`config.mk`:
```
export PLATFORM = sky130hd
export DESIGN_NAME = dual_timer_counter
export DESIGN_NICKNAME = d
export VERILOG_FILES = /design/src/timer_pkg.sv /design/src/dual_timer_counter.sv
export SDC_FILE = /design/constraint.sdc
export NUM_CORES = 1
export LEC_CHECK = 0
export ABC_CLOCK_PERIOD_IN_PS = 6050
export BUFFER_PORTS_ARGS = -buffer_cell sky130_fd_sc_hd__buf_4
export CAP_MARGIN = 20
export CELL_PAD_IN_SITES_DETAIL_PLACEMENT = 1
export CELL_PAD_IN_SITES_GLOBAL_PLACEMENT = 2
export CORE_MARGIN = 3
export CORE_UTILIZATION = 37
export DETAILED_ROUTE_END_ITERATION = 10
export PLACE_DENSITY = 0.87
export SLEW_MARGIN = 0
export SYNTH_ARGS = -nofsm -noshare
export SYNTH_HDL_FRONTEND = slang
export SYNTH_SLANG_ARGS = --single-unit
```
`constraint.sdc`:
```
create_clock -name pclk -period 6.05 [get_ports pclk]
set_clock_uncertainty 0.15 [all_clocks]
set_input_delay 0.9075 -clock pclk [delete_from_list [all_inputs] [get_ports pclk]]
set_output_delay 0.9075 -clock pclk [all_outputs]
set_load 0.05 [all_outputs]
```
`src/timer_pkg.sv`:
```
// Package for the dual timer/counter with external request flags.
// Assumes a 32-bit APB slave on pclk; register indices map to byte address index*4.
package timer_pkg;

	// Register indices (byte address is four times the index)
	localparam logic [9:0] IDX_CONTROL = 10'h088;
	localparam logic [9:0] IDX_MODE = 10'h089;
	localparam logic [9:0] IDX_U0_LOW = 10'h08A;
	localparam logic [9:0] IDX_U1_LOW = 10'h08B;
	localparam logic [9:0] IDX_U0_HIGH = 10'h08C;
	localparam logic [9:0] IDX_U1_HIGH = 10'h08D;
	localparam logic [9:0] IDX_IRQ_STATUS = 10'h090;
	localparam logic [9:0] IDX_IRQ_CLEAR = 10'h091;
	localparam logic [9:0] IDX_IRQ_ENABLE = 10'h092;

	// Control register bit positions
	localparam int BIT_U1_OVF = 7;
	localparam int BIT_U1_RUN = 6;
	localparam int BIT_U0_OVF = 5;
	localparam int BIT_U0_RUN = 4;
	localparam int BIT_X1_REQ = 3;
	localparam int BIT_X1_TRIG = 2;
	localparam int BIT_X0_REQ = 1;
	localparam int BIT_X0_TRIG = 0;

	// Mode register: unit 1 in the upper nibble, unit 0 in the lower
	localparam int MODE_U1_LSB = 4;
	localparam int MODE_U0_LSB = 0;

	// Interrupt status bit positions
	localparam int EV_U0_OVF = 0;
	localparam int EV_U1_OVF = 1;
	localparam int EV_X0_REQ = 2;
	localparam int EV_X1_REQ = 3;

	// Reset values
	localparam logic [7:0] RST_CONTROL = 8'h00;
	localparam logic [7:0] RST_MODE = 8'h00;
	localparam logic [7:0] RST_COUNT = 8'h00;
	localparam logic [3:0] RST_IRQ = 4'h0;

	typedef enum logic [1:0] {
		MODE_PRESCALE,
		MODE_WIDE,
		MODE_RELOAD,
		MODE_SPLIT
	} count_mode_t;

	// One nibble of the mode register
	typedef struct packed {
		logic gate;
		logic count_pin;
		count_mode_t mode;
	} unit_cfg_t;

	// Result of one counting step
	typedef struct packed {
		logic ovf;
		logic [7:0] high;
		logic [7:0] low;
	} count_t;

endpackage : timer_pkg

```
`src/dual_timer_counter.sv`:
```
// Two timer/counters plus external request flags sharing one control register.
// Assumes the core drives machine_tick and the vector acknowledges on pclk;
// count and request pins are asynchronous and are synchronised here.
//
// Function
// - Overflow flags bits 7 and 5 set on unit overflow, cleared on vectoring.
// - Run bits 6 and 4 switch unit 1 and unit 0 on and off.
// - Request flags bits 3 and 1 set by falling edge or low level on pin.
// - Trigger bits 2 and 0: one selects falling edge, zero selects low level.
// - Each unit has high and low 8-bit registers, separate or joined by mode.
// - Mode 0 is 13 bits: high byte plus low five bits; top three idle.
// - Overflow flag sets when the count rolls from all ones to zero.
// - Counting only while run is 1 and gate is 0 or request pin high.
// - Setting a run bit leaves the count registers untouched.
// - Mode 1 counts all 16 bits of high and low registers.
// - Mode 2 counts low byte, reloads it from high byte on overflow.
// - Unit 1 in mode 3 holds its count as if run were cleared.
// - Unit 0 mode 3: low byte is an 8-bit counter with unit 0 controls.
// - Unit 0 mode 3: high byte counts machine cycles under unit 1 run and flag.
// - With unit 0 in mode 3, unit 1 runs but cannot raise its own flag.
// - Mode bits: 00 prescaled, 01 16-bit, 10 auto-reload, 11 stop or split.
//
// The implementer's own choice: the APB slave port.
`timescale 1ns/100ps
`default_nettype none
module dual_timer_counter (
	// Clock and reset
	input wire logic pclk,
	input wire logic presetn,
	// APB slave
	input wire logic psel,
	input wire logic penable,
	input wire logic pwrite,
	input wire logic [11:0] paddr,
	input wire logic [31:0] pwdata,
	output logic [31:0] prdata,
	output logic pready,
	output logic pslverr,
	// Core side
	input wire logic machine_tick,
	input wire logic vector_ack_unit0,
	input wire logic vector_ack_unit1,
	input wire logic vector_ack_xline0,
	input wire logic vector_ack_xline1,
	output logic [3:0] request_flags,
	output logic unit1_rollover,
	output logic irq,
	// Pins
	input wire logic unit0_count_pin,
	input wire logic unit1_count_pin,
	input wire logic ext_request_pin_0,
	input wire logic ext_request_pin_1
);
	import timer_pkg::*;

	function automatic count_t step(input count_mode_t m, input logic [7:0] hi, input logic [7:0] lo);
		count_t r;
		r.ovf = 1'b0;
		r.high = hi;
		r.low = lo;
		unique case (m)
			MODE_PRESCALE: begin
				r.low = {lo[7:5], 5'(lo[4:0] + 5'h01)};
				if (lo[4:0] == 5'h1F) begin
					r.high = 8'(hi + 8'h01);
					r.ovf = (hi == 8'hFF);
				end
			end
			MODE_WIDE: begin
				{r.high, r.low} = 16'({hi, lo} + 16'h0001);
				r.ovf = ({hi, lo} == 16'hFFFF);
			end
			MODE_RELOAD: begin
				r.low = (lo == 8'hFF) ? hi : 8'(lo + 8'h01);
				r.ovf = (lo == 8'hFF);
			end
			MODE_SPLIT: begin
				r.low = 8'(lo + 8'h01);
				r.ovf = (lo == 8'hFF);
			end
		endcase
		return r;
	endfunction : step

	// Pin synchronisers: order is u0 pin, u1 pin, request 0, request 1
	logic [3:0] sync1_q;
	logic [3:0] sync2_q;
	logic [3:0] prev_q;
	always_ff @(posedge pclk or negedge presetn) begin
		if (!presetn) begin
			sync1_q <= 4'hF;
			sync2_q <= 4'hF;
			prev_q <= 4'hF;
		end else begin
			sync1_q <= {ext_request_pin_1, ext_request_pin_0, unit1_count_pin, unit0_count_pin};
			sync2_q <= sync1_q;
			prev_q <= sync2_q;
		end
	end
	wire logic [3:0] pin_fall = prev_q & ~sync2_q;
	wire logic xpin0 = sync2_q[2];
	wire logic xpin1 = sync2_q[3];

	// Registers
	logic [7:0] ctrl_q;
	logic [7:0] ctrl_d;
	logic [7:0] mode_q;
	logic [7:0] u0_lo_q;
	logic [7:0] u0_lo_d;
	logic [7:0] u0_hi_q;
	logic [7:0] u0_hi_d;
	logic [7:0] u1_lo_q;
	logic [7:0] u1_lo_d;
	logic [7:0] u1_hi_q;
	logic [7:0] u1_hi_d;
	logic [3:0] status_q;
	logic [3:0] enable_q;
	logic [31:0] prdata_q;
	logic rollover_q;

	// APB decode
	wire logic [9:0] idx = paddr[11:2];
	wire logic hit_ctrl = (idx == IDX_CONTROL);
	wire logic hit_mode = (idx == IDX_MODE);
	wire logic hit_u0_lo = (idx == IDX_U0_LOW);
	wire logic hit_u1_lo = (idx == IDX_U1_LOW);
	wire logic hit_u0_hi = (idx == IDX_U0_HIGH);
	wire logic hit_u1_hi = (idx == IDX_U1_HIGH);
	wire logic hit_stat = (idx == IDX_IRQ_STATUS);
	wire logic hit_clr = (idx == IDX_IRQ_CLEAR);
	wire logic hit_en = (idx == IDX_IRQ_ENABLE);
	wire logic mapped = hit_ctrl | hit_mode | hit_u0_lo | hit_u1_lo | hit_u0_hi | hit_u1_hi
		| hit_stat | hit_clr | hit_en;
	wire logic wr = psel & penable & pwrite & mapped;
	wire logic [7:0] wbyte = pwdata[7:0];
	wire logic wr_ctrl = wr & hit_ctrl;

	// Zero wait states; read data is captured in the setup cycle
	assign pready = 1'b1;
	assign pslverr = psel & penable & ~mapped;

	wire logic [7:0] rd_byte = hit_ctrl ? ctrl_q
		: hit_mode ? mode_q
		: hit_u0_lo ? u0_lo_q
		: hit_u1_lo ? u1_lo_q
		: hit_u0_hi ? u0_hi_q
		: hit_u1_hi ? u1_hi_q
		: hit_stat ? {4'h0, status_q}
		: hit_en ? {4'h0, enable_q}
		: 8'h00;

	// Configuration fields
	wire unit_cfg_t cfg0 = mode_q[MODE_U0_LSB +: 4];
	wire unit_cfg_t cfg1 = mode_q[MODE_U1_LSB +: 4];
	wire logic run0 = ctrl_q[BIT_U0_RUN];
	wire logic run1 = ctrl_q[BIT_U1_RUN];
	wire logic split0 = (cfg0.mode == MODE_SPLIT);

	// Count sources and gating
	wire logic src0 = cfg0.count_pin ? pin_fall[0] : machine_tick;
	wire logic src1 = cfg1.count_pin ? pin_fall[1] : machine_tick;
	wire logic go0 = src0 & run0 & (~cfg0.gate | xpin0);
	wire logic go1 = src1 & run1 & (~cfg1.gate | xpin1) & (cfg1.mode != MODE_SPLIT);
	wire logic go0_hi = split0 & machine_tick & run1;

	wire count_t next0 = step(cfg0.mode, u0_hi_q, u0_lo_q);
	wire count_t next1 = step(cfg1.mode, u1_hi_q, u1_lo_q);
	wire logic ovf0 = go0 & next0.ovf;
	wire logic ovf0_hi = go0_hi & (u0_hi_q == 8'hFF);
	wire logic ovf1 = go1 & next1.ovf;

	// Unit 0 count, a software write wins over counting
	always_comb begin
		u0_lo_d = u0_lo_q;
		u0_hi_d = u0_hi_q;
		if (go0) begin
			u0_lo_d = next0.low;
			if (!split0) begin
				u0_hi_d = next0.high;
			end
		end
		if (go0_hi) begin
			u0_hi_d = 8'(u0_hi_q + 8'h01);
		end
		if (wr & hit_u0_lo) begin
			u0_lo_d = wbyte;
		end
		if (wr & hit_u0_hi) begin
			u0_hi_d = wbyte;
		end
	end

	// Unit 1 count; mode 3 stops it through go1
	always_comb begin
		u1_lo_d = u1_lo_q;
		u1_hi_d = u1_hi_q;
		if (go1) begin
			u1_lo_d = next1.low;
			u1_hi_d = next1.high;
		end
		if (wr & hit_u1_lo) begin
			u1_lo_d = wbyte;
		end
		if (wr & hit_u1_hi) begin
			u1_hi_d = wbyte;
		end
	end

	// Flag sets; unit 1 flag belongs to the unit 0 high byte in split mode
	wire logic set_ovf0 = ovf0;
	wire logic set_ovf1 = split0 ? ovf0_hi : ovf1;
	wire logic trig0 = ctrl_q[BIT_X0_TRIG];
	wire logic trig1 = ctrl_q[BIT_X1_TRIG];

	// Control register; hardware set wins over clear. Run bits
	// are plain storage so starting a unit never touches its count.
	always_comb begin
		ctrl_d = wr_ctrl ? wbyte : ctrl_q;
		if (!wr_ctrl && vector_ack_unit0) begin
			ctrl_d[BIT_U0_OVF] = 1'b0;
		end
		if (!wr_ctrl && vector_ack_unit1) begin
			ctrl_d[BIT_U1_OVF] = 1'b0;
		end
		if (!wr_ctrl && vector_ack_xline0 && trig0) begin
			ctrl_d[BIT_X0_REQ] = 1'b0;
		end
		if (!wr_ctrl && vector_ack_xline1 && trig1) begin
			ctrl_d[BIT_X1_REQ] = 1'b0;
		end
		if (set_ovf0) begin
			ctrl_d[BIT_U0_OVF] = 1'b1;
		end
		if (set_ovf1) begin
			ctrl_d[BIT_U1_OVF] = 1'b1;
		end
		// Edge type latches the fall; level type mirrors the inverted pin
		if (trig0) begin
			ctrl_d[BIT_X0_REQ] = ctrl_d[BIT_X0_REQ] | pin_fall[2];
		end else begin
			ctrl_d[BIT_X0_REQ] = ~xpin0;
		end
		if (trig1) begin
			ctrl_d[BIT_X1_REQ] = ctrl_d[BIT_X1_REQ] | pin_fall[3];
		end else begin
			ctrl_d[BIT_X1_REQ] = ~xpin1;
		end
	end

	// Sticky interrupt status; a new event beats a simultaneous clear
	wire logic [3:0] events = {
		ctrl_d[BIT_X1_REQ] & ~ctrl_q[BIT_X1_REQ],
		ctrl_d[BIT_X0_REQ] & ~ctrl_q[BIT_X0_REQ],
		set_ovf1,
		set_ovf0
	};
	wire logic [3:0] clr_mask = (wr & hit_clr) ? wbyte[3:0] : 4'h0;
	wire logic [3:0] status_d = (status_q & ~clr_mask) | events;

	always_ff @(posedge pclk or negedge presetn) begin
		if (!presetn) begin
			ctrl_q <= RST_CONTROL;
			mode_q <= RST_MODE;
			status_q <= RST_IRQ;
			enable_q <= RST_IRQ;
		end else begin
			ctrl_q <= ctrl_d;
			mode_q <= (wr & hit_mode) ? wbyte : mode_q;
			status_q <= status_d;
			enable_q <= (wr & hit_en) ? wbyte[3:0] : enable_q;
		end
	end

	always_ff @(posedge pclk or negedge presetn) begin
		if (!presetn) begin
			u0_lo_q <= RST_COUNT;
			u0_hi_q <= RST_COUNT;
			u1_lo_q <= RST_COUNT;
			u1_hi_q <= RST_COUNT;
		end else begin
			u0_lo_q <= u0_lo_d;
			u0_hi_q <= u0_hi_d;
			u1_lo_q <= u1_lo_d;
			u1_hi_q <= u1_hi_d;
		end
	end

	// Unit 1 rollover stays visible for baud use even in split mode
	always_ff @(posedge pclk or negedge presetn) begin
		if (!presetn) begin
			prdata_q <= 32'h0000_0000;
			rollover_q <= 1'b0;
		end else begin
			prdata_q <= (psel & ~penable) ? {24'h00_0000, rd_byte} : prdata_q;
			rollover_q <= ovf1;
		end
	end

	assign prdata = prdata_q;
	assign unit1_rollover = rollover_q;
	assign request_flags = {ctrl_q[BIT_X1_REQ], ctrl_q[BIT_X0_REQ], ctrl_q[BIT_U1_OVF], ctrl_q[BIT_U0_OVF]};
	assign irq = |(status_q & enable_q);

endmodule : dual_timer_counter
`default_nettype wire

```
# Word-level counts from Yosys, hierarchy flattened
# Index checks and enable logic that the tools add are counted.
# W data, S select, Z words.
[classes] add_sub_neg=8 n_eq_ne=29 muxes=41 bitwise_logic=51 reduce_logical=24
[ops] cell="$mux W8" count=19
[ops] cell="$eq A10 B8 Y1 const B" count=9
[ops] cell="$pmux W8 S4" count=2
[ops] cell="$add A16 B1 Y16 const B" count=2
[ops] cell="$add A8 B1 Y8 const B" count=4
[ops] cell="$eq A16 B16 Y1 const B" count=2
[ops] cell="$eq A8 B8 Y1 const B" count=4
[ops] cell="$pmux W8 S2" count=2
[ops] cell="$and A1 B1 Y1" count=25
[ops] cell="$mux W9" count=2
[ops] cell="$and A4 B4 Y4" count=3
[ops] cell="$mux W4" count=3
[ops] cell="$or A1 B1 Y1" count=12
[ops] cell="$reduce_bool A3 Y1" count=4
[ops] cell="$mux W1" count=11
[ops] cell="$add A5 B1 Y5 const B" count=2
[ops] cell="$eq A5 B5 Y1 const B" count=2
[ops] cell="$eq A2 B2 Y1 const B" count=4
[ops] cell="$not A1 Y1" count=8
[ops] cell="$not A4 Y4" count=2
[ops] cell="$logic_and A1 B1 Y1" count=6
[ops] cell="$ne A2 B2 Y1 const B" count=3
[ops] cell="$pmux W1 S3" count=2
[ops] cell="$reduce_bool A2 Y1" count=3
[ops] cell="13 further kinds" count=17
[word_totals] regBits=77 inputBits=58 output_inout_bits=40 wordCells=171

# Depth between registers and ports, before layout
[logic_depth] word_depth=19 ltp_mapped=9 depth_no_buf=9

# Least setup slack after synthesis
# Ideal clock, no wire load.
[synth_timing] path_kind="input -> output" startpoint="input port paddr[2]" endpoint="output port pslverr" arrival_ns=2.386 required_time_ns=4.992 path_slack_ns=2.607 path_stages=6 n_path_buf=3 path_cell_list="clkbuf_1 clkbuf_1 clkbuf_1 nor2_1 o21ai_0 and4_1"
[synth_between] elab_chain_cells=11 elab_cells_between_ends=19 classes_between="eq/ne: 9; bitwise: 10"
[synth_rtl] item="start: declaration" line="dual_timer_counter.sv:34" source="input wire logic [11:0] paddr,"
[synth_rtl] item="$eq A10 B8 Y1, on equally long branches" line="dual_timer_counter.sv:123, dual_timer_counter.sv:124"
[synth_rtl] item="$or A1 B1 Y1 (5 in a row)" line="dual_timer_counter.sv:132" source="wire logic mapped = hit_ctrl | hit_mode | hit_u0_lo | hit_u1_lo | hit_u0_hi | hit_u1_hi"
[synth_rtl] item="$or A1 B1 Y1 (2 in a row)" line="dual_timer_counter.sv:133" source="| hit_stat | hit_clr | hit_en;"
[synth_rtl] item="$or A1 B1 Y1 *" line="dual_timer_counter.sv:133"
[synth_rtl] item="$not A1 Y1 *" line="dual_timer_counter.sv:140" source="assign pslverr = psel & penable & ~mapped;"
[synth_rtl] item="$and A1 B1 Y1 *" line="dual_timer_counter.sv:140"
[synth_rtl] item="end: declaration" line="dual_timer_counter.sv:38" source="output logic pslverr,"
# Mark *: on every way between the ends. The rest lies on a longest branch, timed or not.

# Worst setup path after layout
[layout_timing] startpoint="input port paddr[11]" endpoint="output port pslverr"
# Same word-level chain as after synthesis.

==> flow_metrics.py <==
metrics = {
    "outcome": {
        "outcome": "finished clean",
    },
    "clock_tree": {
        "cts_made_buffers": 9,
        "ctsLongestPathBuffers": 2,
        "path_clk_slew_ns": 0.06,
        "htreeDepth": 3,
        "clock_sinks": 77,
        "postCtsHoldBufs": 0,
        "cts_tree": "done",
        "cts.repair.resized": 0,
        "worstSkewPairLatency_ns": 0.35,
        "cts_post_setup_buffers_inserted": 0,
        "cts_root_buffer": "clkbuf_16",
    },
    "critical_path": {
        "worstReg2RegStart": "u1_lo_q[0]",
        "crit_path_frequent_cell": "buf_4",
        "critical_path.n_buffers_inverters": 2,
        "r2r-end": "u1_hi_q[7]",
        "startpoint_type": "input pin",
        "crit_type": "in -> out",
        "crit_path_capture_type": "primary output",
        "slowest_stage": "nand3_1",
        "critical_path_required_time_ns": 4.99,
        "crit_arrival_ns": 2.96,
        "timing.critical_path.slowest_cell_delay_ns": 0.69,
        "max_fo_critical_path": 14,
        "worst_r2r_path_depth": 9,
        "worst_path_dominant_cell_family": "simple AND/OR/NAND/NOR gates",
        "ff2ff_setup_slack_ns": 3.05,
        "crit_path_cell_trace": "buf_4 -> nor4b_1 -> nand3_1 -> and4_1 -> buf_4",
    },
    "min_path": {
        "whs_endpoint": "sync2_q[0]",
        "hold_start": "sync1_q[0]",
        "hold-path-cell-count": 0,
        "hold_path.class": "reg -> reg",
    },
    "drt": {
        "avgViaCountPerCell": 5.964,
        "remaining_drc_errors": 0,
        "drt-total-wl_um": 17170,
        "drtIter0Drc": 350,
        "routedWlPerCell_um": 21.87,
        "firstDrtPassIters": 6,
        "routed-via-count": 4682,
        "final_antenna_net_count": 0,
    },
    "cells_and_area": {
        "synthToLayoutAreaGrowth_pct": 12.10,
        "ff_latch_area_um2": 1942,
        "post-route-util_pct": 43.26,
        "fillers": 1596,
        "antenna_cells": 0,
        "nets": 668,
        "multi_input_comb_area_um2": 2957,
        "drive_gt1_share_pct": 18.39,
    },
    "yosys": {
        "synthesis.instances": 579,
        "ys_warn_count": 0,
        "ys_ff_latch": 77,
        "synth_top_area_share_pct": 31.21,
        "synth_top_flop_cell": "dfrtp_1",
        "synth_top_cells_by_area": "dfrtp_1 31%, dfstp_2 6.1%, buf_4 4.3%",
        "synth-seq-area-share_pct": 37.26,
        "synth.top_cells.by_count": "65 x dfrtp_1, 50 x nand2_1, 40 x a21oi_1, 40 x nor2_1, 30 x buf_4",
        "synthesis.area_um2": 5211,
        "syn-mean-instance-area_um2": 9.000,
        "netlist-cell-type-count": 72,
        "synth-edff-count": 0,
        "yosys.cell_count.top_type": "dfrtp_1",
        "asyncSetResetFlopFracSynth_pct": 100.0,
        "post-synth-top-area-cell": "dfrtp_1",
    },
    "sta": {
        "report.final.setup_viol": 0,
        "grt_setup_unrepaired": "no",
        "slew_violations": 0,
        "hold_viol": 0,
        "layout_worst_path_cycle_share_pct": 66.40,
        "max_slew.worst_pin.slew_ns": 1.064,
        "max_slew_margin_pct": 28.85,
        "hold_ws_ns": 0.2054,
        "finalWorstSetupSlack_ns": 2.033,
        "fin_setup_tns_ns": 0,
        "fin_crit_ns": 4.017,
        "timing.fmax_ghz": 0.2489,
    },
    "power": {
        "design_power_total_mw": 1.228,
        "vdd_drop_max_mv": 0.1135,
        "power-per-cell-area_nw_per_um2": 210.2,
        "p_leak_nw": 2.452,
    },
    "global_route": {
        "groute.usage.overall_pct": 22.31,
        "grt_overflow_total": 0,
        "grt_max_degree": 78,
        "antenna_violations_before_repair": 0,
        "via_count_of_the_first_global_routing_pass": 4877,
        "wire_length_of_the_first_global_routing_pass_um": 27590,
    },
    "die": {
        "floorplan.rows": 42,
        "design.die.area_um2": 15540,
        "initial_utilization_pct": 38.59,
        "fp.dieW_um": 124.7,
        "ioPinCount": 98,
        "die_height_um": 124.7,
        "core_area_um2": 13510,
    },
    "flow_run": {
        "max_cap_viol_count": 0,
    },
    "place": {
        "post-place-ws_ns": 2.045,
        "place.port_buffers": 46,
        "place.gp.congestion": 0.9137,
        "hpwl_um": 12340,
    },
}
how the worst max path moves through the flow:
stage | startpoint | slack (ns) | end | cells after the start
after floorplan | paddr[2] | 2.61 | pslverr | 6
after global placement | paddr[7] | 2.00 | pslverr | 5
after detailed placement | paddr[11] | 2.04 | pslverr | 5
after CTS | paddr[11] | 2.05 | pslverr | 5
after global routing | paddr[11] | 1.82 | pslverr | 5
final | paddr[11] | 2.03 | pslverr | 5
area by class of cell:
class                   count  share of cell area (%)
clock buffers              10                   3.919
clock inverters             6                   1.114
inverters                  13                  0.8353
multi-input cells         455                   50.61
flip-flops and latches     77                   33.24
well taps                 176                   3.770
repair buffers             48                   6.511
layer usage:
layer / part of all wire (%) / GRT usage, %
met1: 46 / 30.72
met2: 47 / 35.21
met3: 5.2 / 3.816
met4: 2.3 / 8.317
met5: 0 / 0
registers in the layout (all words and copies together) (netlist names):
register / cells
u0_hi_q: 8
sync1_q: 4
enable_q: 4
sync2_q: 4
ctrl_q: 8
u0_lo_q: 8
status_q: 4
unit1_rollover: 1
u1_lo_q: 8
prev_q: 4
prdata: 8
u1_hi_q: 8
mode_q: 8
worst reg2reg max path, cell delays in order, from the launching register on:
cell	delay (ns)
dfrtp_1	0.47
ha_1	0.24
nand3_1	0.22
inv_1	0.16
ha_1	0.27
nor2_1	0.08
or2_2	0.32
or3_1	0.37
or4_1	0.48
a31oi_1	0.18
per-stage QoR:
stage                     cells  instance area [um^2]
final                       785                  5842
after global routing        785                  5842
after CTS                   783                  5807
after detailed placement    767                  5513
after global placement      767                  5513
after floorplan             602                  5298
cell usage in the layout, fill, tap and decap left out, types with 6 or more instances in the layout:
master,n
xnor2_1,9
nor2_1,40
or3_1,6
a31oi_1,6
a211oi_1,13
nand2_1,50
nand2b_1,10
a21oi_1,40
conb_1,25
ha_1,6
o31ai_1,11
nand4_1,11
nor3_1,11
inv_1,13
mux2i_1,17
nor2b_1,13
nand3_1,19
and3_1,13
clkbuf_16,9
a22oi_1,7
o22ai_1,10
o21ai_0,21
dfstp_2,12
nor4_1,6
mux2_2,18
buf_4,47
a21o_1,7
dfrtp_1,65
cells by family (layout without fill, tap and decap cells):
kind of cell / after synthesis / in the layout / synth area share, %
fa+ha+maj: 6 / 6 / 1.441
compound gates: 166 / 166 / 22.23
flops: 77 / 77 / 37.26
mux: 35 / 35 / 7.155
xor+xnor: 12 / 12 / 2.017
simple gates: 211 / 211 / 22.09
other cells: 2 / 25 / 0.1441
buf+inv: 70 / 77 / 7.659
report_power, final:
part           leakage [nW]  switching [mW]  internal (mW)  total, mW
Sequential             1.01          0.0128          0.528      0.541
Clock                 0.142           0.226          0.320      0.546
Combinational          1.30           0.101         0.0398      0.141
Total                  2.45           0.340          0.888       1.23
Note: power is estimated with default switching activity, not from simulation.
